## config.mk

```make
export PLATFORM = sky130hd
export DESIGN_NAME = rsx_exec
export DESIGN_NICKNAME = d
export VERILOG_FILES = /design/src/rsx_pkg.sv /design/src/rsx_exec.sv
export SDC_FILE = /design/constraint.sdc
export NUM_CORES = 1
export LEC_CHECK = 0
export BUFFER_PORTS_ARGS = -buffer_cell sky130_fd_sc_hd__buf_2
export CORE_MARGIN = 2
export CORE_UTILIZATION = 38
export CTS_CLUSTER_SIZE = 30
export DETAILED_ROUTE_END_ITERATION = 8
export PLACE_DENSITY = 0.76
export SLEW_MARGIN = 10
export SYNTH_ARGS = -nofsm -noshare
export SYNTH_HDL_FRONTEND = slang
export SYNTH_SLANG_ARGS = --single-unit
```

## constraint.sdc

```tcl
create_clock -name i_clk -period 1.6 [get_ports i_clk]
set_input_delay 0.16 -clock i_clk [delete_from_list [all_inputs] [get_ports i_clk]]
set_output_delay 0.16 -clock i_clk [all_outputs]
set_load 0.03 [all_outputs]
```

## src/rsx_pkg.sv

```systemverilog
// Purpose: shared constants for the rotate and halt execute block
// Assumes: 14-bit instruction words, 8-bit data, APB with 32-bit data
// Notes: all offsets are byte addresses
package rsx_pkg;
    // ------------------------------------------------------------
    // instruction encodings
    // ------------------------------------------------------------
    localparam int INSTR_W = 14;
    localparam logic [5:0] OPC_ROTR_HI = 6'h0C;
    localparam logic [5:0] OPC_ROTL_HI = 6'h0D;
    localparam logic [13:0] OPC_HALT = 14'h0063;
    localparam int DEST_BIT = 7;
    localparam int FADDR_W = 7;
    // ------------------------------------------------------------
    // register map
    // ------------------------------------------------------------
    localparam logic [7:0] REG_CTRL = 8'h00;
    localparam logic [7:0] REG_STATUS = 8'h04;
    localparam logic [7:0] REG_IRQ_STAT = 8'h08;
    localparam logic [7:0] REG_IRQ_MASK = 8'h0C;
    localparam int CTRL_EN_BIT = 0;
    localparam logic CTRL_EN_RST = 1'b1;
    localparam int ST_HALTED_BIT = 0;
    localparam int ST_EXPIRY_BIT = 1;
    localparam int ST_PWRDN_BIT = 2;
    localparam int ST_CARRY_BIT = 3;
    localparam int IRQ_ROT_BIT = 0;
    localparam int IRQ_HALT_BIT = 1;
    localparam int IRQ_WAKE_BIT = 2;
    localparam int IRQ_W = 3;
    localparam logic [2:0] IRQ_MASK_RST = 3'h0;
    localparam logic EXPIRY_RST = 1'b1;
    localparam logic PWRDN_RST = 1'b1;
    // ------------------------------------------------------------
    // control states
    // ------------------------------------------------------------
    typedef enum logic [1:0] {
        RSX_RUN = 2'b01,
        RSX_HALTED = 2'b10
    } rsx_state_t;
endpackage

```

## src/rsx_exec.sv

```systemverilog
// Purpose: decode and execute of rotate-through-carry and halt instructions
// Assumes: one instruction per clock, file register read is combinational
// Notes: results are registered and appear one clock after the instruction
//
// The APB slave port and the address map are this design's own decisions.
`timescale 1ns/1ps
`default_nettype none
module rsx_exec
    import rsx_pkg::*;
(
    // clock and reset
    input wire logic i_clk,
    input wire logic i_resetn,
    // apb slave
    input wire logic i_psel,
    input wire logic i_penable,
    input wire logic i_pwrite,
    input wire logic [7:0] i_paddr,
    input wire logic [31:0] i_pwdata,
    output logic [31:0] o_prdata,
    output logic o_pready,
    output logic o_pslverr,
    // instruction stream
    input wire logic i_instr_valid,
    input wire logic [13:0] i_instr,
    // file register and flags
    output logic [6:0] o_file_raddr,
    input wire logic [7:0] i_file_rdata,
    input wire logic i_carry,
    output logic o_file_we,
    output logic [6:0] o_file_waddr,
    output logic o_w_we,
    output logic [7:0] o_result,
    output logic o_carry_we,
    output logic o_carry,
    output logic o_zero_we,
    output logic o_dc_we,
    // watchdog and power
    input wire logic i_watchdog_expired,
    input wire logic i_wake_pin,
    output logic o_watchdog_timer_clear,
    output logic o_prescaler_clear,
    output logic o_watchdog_expiry_bit,
    output logic o_power_down_bit,
    output logic o_osc_stop,
    // interrupt
    output logic o_irq
);
    // ------------------------------------------------------------
    // decode
    // ------------------------------------------------------------
    logic ctrl_en;
    rsx_state_t state;
    rsx_state_t next_state;
    logic accept;
    logic is_rotr;
    logic is_rotl;
    logic is_rot;
    logic is_halt;
    logic dest_file;
    logic [7:0] next_result;
    logic next_carry;
    logic wake_s1;
    logic wake_s2;
    logic wake_s3;
    logic wake;

    // halted core ignores the stream, as its clock would be gone
    assign accept = i_instr_valid && ctrl_en && (state == RSX_RUN);
    assign is_rotr = accept && (i_instr[13:8] == OPC_ROTR_HI);
    assign is_rotl = accept && (i_instr[13:8] == OPC_ROTL_HI);
    assign is_rot = is_rotr || is_rotl;
    assign is_halt = accept && (i_instr == OPC_HALT);
    assign dest_file = i_instr[DEST_BIT];
    assign o_file_raddr = i_instr[FADDR_W-1:0];

    always_comb begin
        next_result = {i_carry, i_file_rdata[7:1]};
        next_carry = i_file_rdata[0];
        if (is_rotl) begin
            next_result = {i_file_rdata[6:0], i_carry};
            next_carry = i_file_rdata[7];
        end
    end

    // ------------------------------------------------------------
    // rotate execute
    // ------------------------------------------------------------
    always_ff @(posedge i_clk) begin
        if (!i_resetn) begin
            o_file_we <= 1'b0;
            o_w_we <= 1'b0;
            o_carry_we <= 1'b0;
            o_file_waddr <= 7'h00;
            o_result <= 8'h00;
            o_carry <= 1'b0;
        end else begin
            // single-cycle pulses, one per accepted rotate
            o_file_we <= is_rot && dest_file;
            o_w_we <= is_rot && !dest_file;
            o_carry_we <= is_rot;
            if (is_rot) begin
                o_file_waddr <= i_instr[FADDR_W-1:0];
                o_result <= next_result;
                o_carry <= next_carry;
            end
        end
    end

    // zero and digit-carry never written by this block
    assign o_zero_we = 1'b0;
    assign o_dc_we = 1'b0;

    // ------------------------------------------------------------
    // wake synchroniser
    // ------------------------------------------------------------
    always_ff @(posedge i_clk) begin
        if (!i_resetn) begin
            wake_s1 <= 1'b0;
            wake_s2 <= 1'b0;
            wake_s3 <= 1'b0;
        end else begin
            wake_s1 <= i_wake_pin;
            wake_s2 <= wake_s1;
            wake_s3 <= wake_s2;
        end
    end
    // agreement of the later stages filters a one-cycle glitch
    always_ff @(posedge i_clk) begin
        if (!i_resetn) begin
            wake <= 1'b0;
        end else if (wake_s2 == wake_s3) begin
            wake <= wake_s2;
        end
    end

    // ------------------------------------------------------------
    // halt state machine
    // ------------------------------------------------------------
    always_comb begin
        case (state)
            RSX_RUN: begin
                next_state = is_halt ? RSX_HALTED : RSX_RUN;
            end
            RSX_HALTED: begin
                next_state = wake ? RSX_RUN : RSX_HALTED;
            end
            default: begin
                next_state = RSX_RUN;
            end
        endcase
    end

    always_ff @(posedge i_clk) begin
        if (!i_resetn) begin
            state <= RSX_RUN;
        end else begin
            state <= next_state;
        end
    end

    assign o_osc_stop = (state == RSX_HALTED);

    always_ff @(posedge i_clk) begin
        if (!i_resetn) begin
            o_watchdog_timer_clear <= 1'b0;
            o_prescaler_clear <= 1'b0;
        end else begin
            o_watchdog_timer_clear <= is_halt;
            o_prescaler_clear <= is_halt;
        end
    end

    // halt wins over a watchdog expiry in the same cycle
    always_ff @(posedge i_clk) begin
        if (!i_resetn) begin
            o_watchdog_expiry_bit <= EXPIRY_RST;
            o_power_down_bit <= PWRDN_RST;
        end else if (is_halt) begin
            o_watchdog_expiry_bit <= 1'b1;
            o_power_down_bit <= 1'b0;
        end else if (i_watchdog_expired) begin
            o_watchdog_expiry_bit <= 1'b0;
        end
    end

    // ------------------------------------------------------------
    // apb registers
    // ------------------------------------------------------------
    logic wr_acc;
    logic rd_acc;
    logic mapped;
    logic [IRQ_W-1:0] irq_stat;
    logic [IRQ_W-1:0] irq_mask;
    logic [IRQ_W-1:0] irq_event;
    logic [IRQ_W-1:0] irq_clr;

    assign wr_acc = i_psel && i_penable && i_pwrite;
    assign rd_acc = i_psel && i_penable && !i_pwrite;
    assign mapped = (i_paddr == REG_CTRL) || (i_paddr == REG_STATUS) ||
                    (i_paddr == REG_IRQ_STAT) || (i_paddr == REG_IRQ_MASK);
    // zero wait states keep the core stream free of bus stalls
    assign o_pready = 1'b1;
    assign o_pslverr = i_psel && i_penable && !mapped;

    always_ff @(posedge i_clk) begin
        if (!i_resetn) begin
            ctrl_en <= CTRL_EN_RST;
            irq_mask <= IRQ_MASK_RST;
        end else if (wr_acc) begin
            if (i_paddr == REG_CTRL) begin
                ctrl_en <= i_pwdata[CTRL_EN_BIT];
            end
            if (i_paddr == REG_IRQ_MASK) begin
                irq_mask <= i_pwdata[IRQ_W-1:0];
            end
        end
    end

    always_comb begin
        irq_event = '0;
        irq_event[IRQ_ROT_BIT] = is_rot;
        irq_event[IRQ_HALT_BIT] = is_halt;
        irq_event[IRQ_WAKE_BIT] = (state == RSX_HALTED) && wake;
        irq_clr = '0;
        if (wr_acc && (i_paddr == REG_IRQ_STAT)) begin
            irq_clr = i_pwdata[IRQ_W-1:0];
        end
    end

    // a new event beats a write-one clear in the same cycle
    always_ff @(posedge i_clk) begin
        if (!i_resetn) begin
            irq_stat <= '0;
        end else begin
            irq_stat <= (irq_stat & ~irq_clr) | irq_event;
        end
    end

    assign o_irq = |(irq_stat & irq_mask);

    always_ff @(posedge i_clk) begin
        if (!i_resetn) begin
            o_prdata <= 32'h0000_0000;
        end else if (i_psel && !i_penable && !i_pwrite) begin
            o_prdata <= 32'h0000_0000;
            case (i_paddr)
                REG_CTRL: begin
                    o_prdata[CTRL_EN_BIT] <= ctrl_en;
                end
                REG_STATUS: begin
                    o_prdata[ST_HALTED_BIT] <= (state == RSX_HALTED);
                    o_prdata[ST_EXPIRY_BIT] <= o_watchdog_expiry_bit;
                    o_prdata[ST_PWRDN_BIT] <= o_power_down_bit;
                    o_prdata[ST_CARRY_BIT] <= o_carry;
                end
                REG_IRQ_STAT: begin
                    o_prdata[IRQ_W-1:0] <= irq_stat;
                end
                REG_IRQ_MASK: begin
                    o_prdata[IRQ_W-1:0] <= irq_mask;
                end
                default: begin
                    o_prdata <= 32'h0000_0000;
                end
            endcase
        end
    end
endmodule // rsx_exec
`default_nettype wire

```

==> out/metrics.cfg <==
[outcome]
status=finished clean

[power_and_ir_drop]
p_leak_nw=1.20
switching_share_pct=29.1
switching_power_uw=571
vdd_ir_drop_max_v=0.000484
clkPwrFrac_pct=31.5
p_per_area_nw_per_um2=773
combPwrFrac_pct=18.3
total_power_mw=1.96
p_int_mw=1.39
seq_power_share_pct=50.2

[detailed_routing]
viasPerCell=4.99
drt-initial-drc-count=99
wl_per_cell_um=13.3
num_vias=1917
final_antenna_net_count=0
drc_errors=0
dr.pass1.iters=4
drt-total-wl_um=5100

[critical_path]
required_ps=1800
slowest_stage=or3b_2
critPathMaxStageDelay_ps=480
worstPathArrival_ps=1660
crit_fanout=4
critical_path_class=reg2reg
critical_path_buf_inv_count=1
cp_top_family=simple AND/OR/NAND/NOR gates
crit_chain=inv_1 > ha_1 > nand2b_1 > or3b_2 > o31ai_1
cp-end-kind=register
start_kind=register

[synth]
synth_seq_cells=39
synth_cell_type_count=46
netlist_area_um2=2120
yosysWarnings=0
synth-seq-area-share_pct=36.9
syn_avg_cell_area_um2=8.90
netlist_instances=238

[clock_network]
cts.sinks=39
insertion_delay_ps=280
cts_tree=built
cts_root_buf=clkbuf_8
clkSlewWorstSetupHoldPaths_ps=70
numCtsBuffers=5
post_cts.repair.setup_buffers=0
htreeDepth=2
cts_buffer_depth=2
hold_buffers=0

[timing]
worst_slew_pin_slew_ps=511
hold_viol=0
finalSetupViolations=0
report.final.slew_viol_count=0
finalCriticalPeriod_ps=1470
post-route-period-util_pct=91.7
skew_ps=7.40
tns_ps=0
max_freq_mhz=681
rsz0062_at_grt=false
slew_headroom_pct=65.5

[layout]
nets=384
syn_to_final_growth_pct=19.9
fillers=557
num_antenna_cells=0
post-route-util_pct=46.7
drive_gt1_share_pct=34.3
final_area_um2=2540

[floorplanning]
ios=139
coreArea_um2=5440
die_x_um=78.6
num_rows=27
initial_core_util_pct=38.9
dieArea_um2=6180
die_height_um=78.6

[place]
place_area_um2=2450
gp_congestion=0.787
io_buffers=78
dp.final_hpwl_um=3950

[global_route]
grt_antenna_before_repair=0
groute.usage.overall_pct=16.8
grt_pass1_wl_um=8280
overflow=0
grt_max_degree=21
grt_pass1_vias=1749

[hold_path]
hold_class=in2reg

[run]
maxCapViolations=0

[repair_timing]
action	in CTS	in global routing
endpoints found under the setup margin	0	12
gates resized for setup	0	1
endpoints found under the hold margin	0	0
[final timing paths]
kind | slack, ps | startpoint | end | cells past startpoint
max | 130 | state[0] | state[1] | 5
min | 90 | i_wake_pin | wake_s1 | 2
max reg2reg | 130 | state[0] | state[1] | 5
min reg2reg | 440 | wake_s1 | wake_s2 | 1
[power groups by stage]
stage / sequential, mW / clock [mW] / combinational (mW)
finish: 0.985 / 0.618 / 0.358
global route: 0.986 / 0.703 / 0.386
CTS: 0.985 / 0.641 / 0.357
detailed placement: 1.01 / 0 / 0.356
global placement: 1.01 / 0 / 0.351
floorplan: 1.02 / 0 / 0.294
[Yosys cell counts, drive strengths merged]
library cell	count	share of area [%]
nand3	1	0.24
inv	6	1.1
and4	1	0.41
a21oi	10	2.4
and2	6	1.8
nand2	13	2.3
mux2	2	1.1
o22ai	2	0.59
nor2	8	1.4
buf	39	14
nor4	3	1.2
and4b	2	0.95
or2	1	0.30
dfxtp	39	37
a2bb2oi	1	0.41
o31ai	1	0.35
o221ai	1	0.41
or4	2	0.89
nor3	2	0.47
nor4b	1	0.41
a222oi	1	0.47
nor4bb	2	0.95
mux4	1	1.1
o221a	2	1.1
nand4bb	1	0.53
nor3b	2	0.71
or3b	1	0.41
and3b	1	0.41
mux2i	13	6.1
ha	2	1.2
a31oi	9	2.7
conb	2	0.35
a41o	1	0.47
nand2b	3	0.89
a22oi	2	0.71
nor2b	1	0.30
o21a	1	0.35
a211oi	9	3.2
nand4	11	3.3
a32o	1	0.47
and3	5	1.5
nand4b	2	0.83
o21ai	9	2.1
clkbuf	15	2.7
[cell usage in the layout, fill, tap and decap left out, drive strengths merged, types with 3 or more instances in the layout]
cell and count:
a211oi 9, o21ai 9, nand4 11, conb 31, a31oi 9, buf 91
and3 5, mux2i 13, clkbuf 7, nor4 3, nor2 8, nand2 13
a21oi 10, and2 6, dfxtp 39, nand2b 3, inv 6
[registers in the layout (all words and copies together) (netlist names)]
register and cells:
o_prdata 4, o_carry_we 1, o_prescaler_clear 1, irq_mask 3, o_carry 1, o_file_waddr 7
wake_s2 1, o_file_we 1, wake_s1 1, o_result 8, ctrl_en 1, o_w_we 1
o_power_down_bit 1, wake_s3 1, o_watchdog_expiry_bit 1, state 2, wake 1, irq_stat 3
[per-layer routing]
| layer | track usage [%] | vias to the layer above | part of all wire (%) |
|---|---|---|---|
| met4 | 5.26 | 0 | 0.94 |
| met1 | 22.1 | 887 | 45 |
| li1 | - | 943 | - |
| met3 | 4.60 | 5 | 7.9 |
| met2 | 26.7 | 82 | 46 |
| met5 | 0 | - | 0 |
[cells by family after synthesis]
group,share of synthesized area (%)
AND/OR/NAND/NOR,20.1
buffers and inverters,17.6
AO/OA/AOI/OAI,15.7
flip-flops,36.9
multiplexers,8.27
adder cells (fa/ha/maj),1.18
other,0.355
[per-stage QoR]
| step | cells | setup slack [ps] | hold slack (ps) |
|---|---|---|---|
| 2_1_floorplan | 267 | 34.5 | 236 |
| 5_1_grt | 384 | 21.0 | 92.3 |
| 6_report | 384 | 132 | 85.9 |
| 3_5_place_dp | 376 | -101 | 375 |
| 4_1_cts | 384 | 52.8 | 79.6 |
| 3_3_place_gp | 376 | -89.1 | 371 |
[layout make-up]
type                    count  area (um^2)  area share (%)
clock buffers               7         76.3            3.01
clock inverters             1         5.00           0.197
inverters                   6         22.5           0.888
multi-input cells         168         1070            42.4
flip-flops and latches     39          781            30.8
well taps                  72         90.1            3.55
repair buffers             91          488            19.2
[worst reg2reg max path, cell delays in order, from the launching register on]
cell,delay [ps]
dfxtp_1,340
inv_1,50
ha_1,270
nand2b_1,180
or3b_2,480
o31ai_1,70
(Power assumes the default switching activity.)
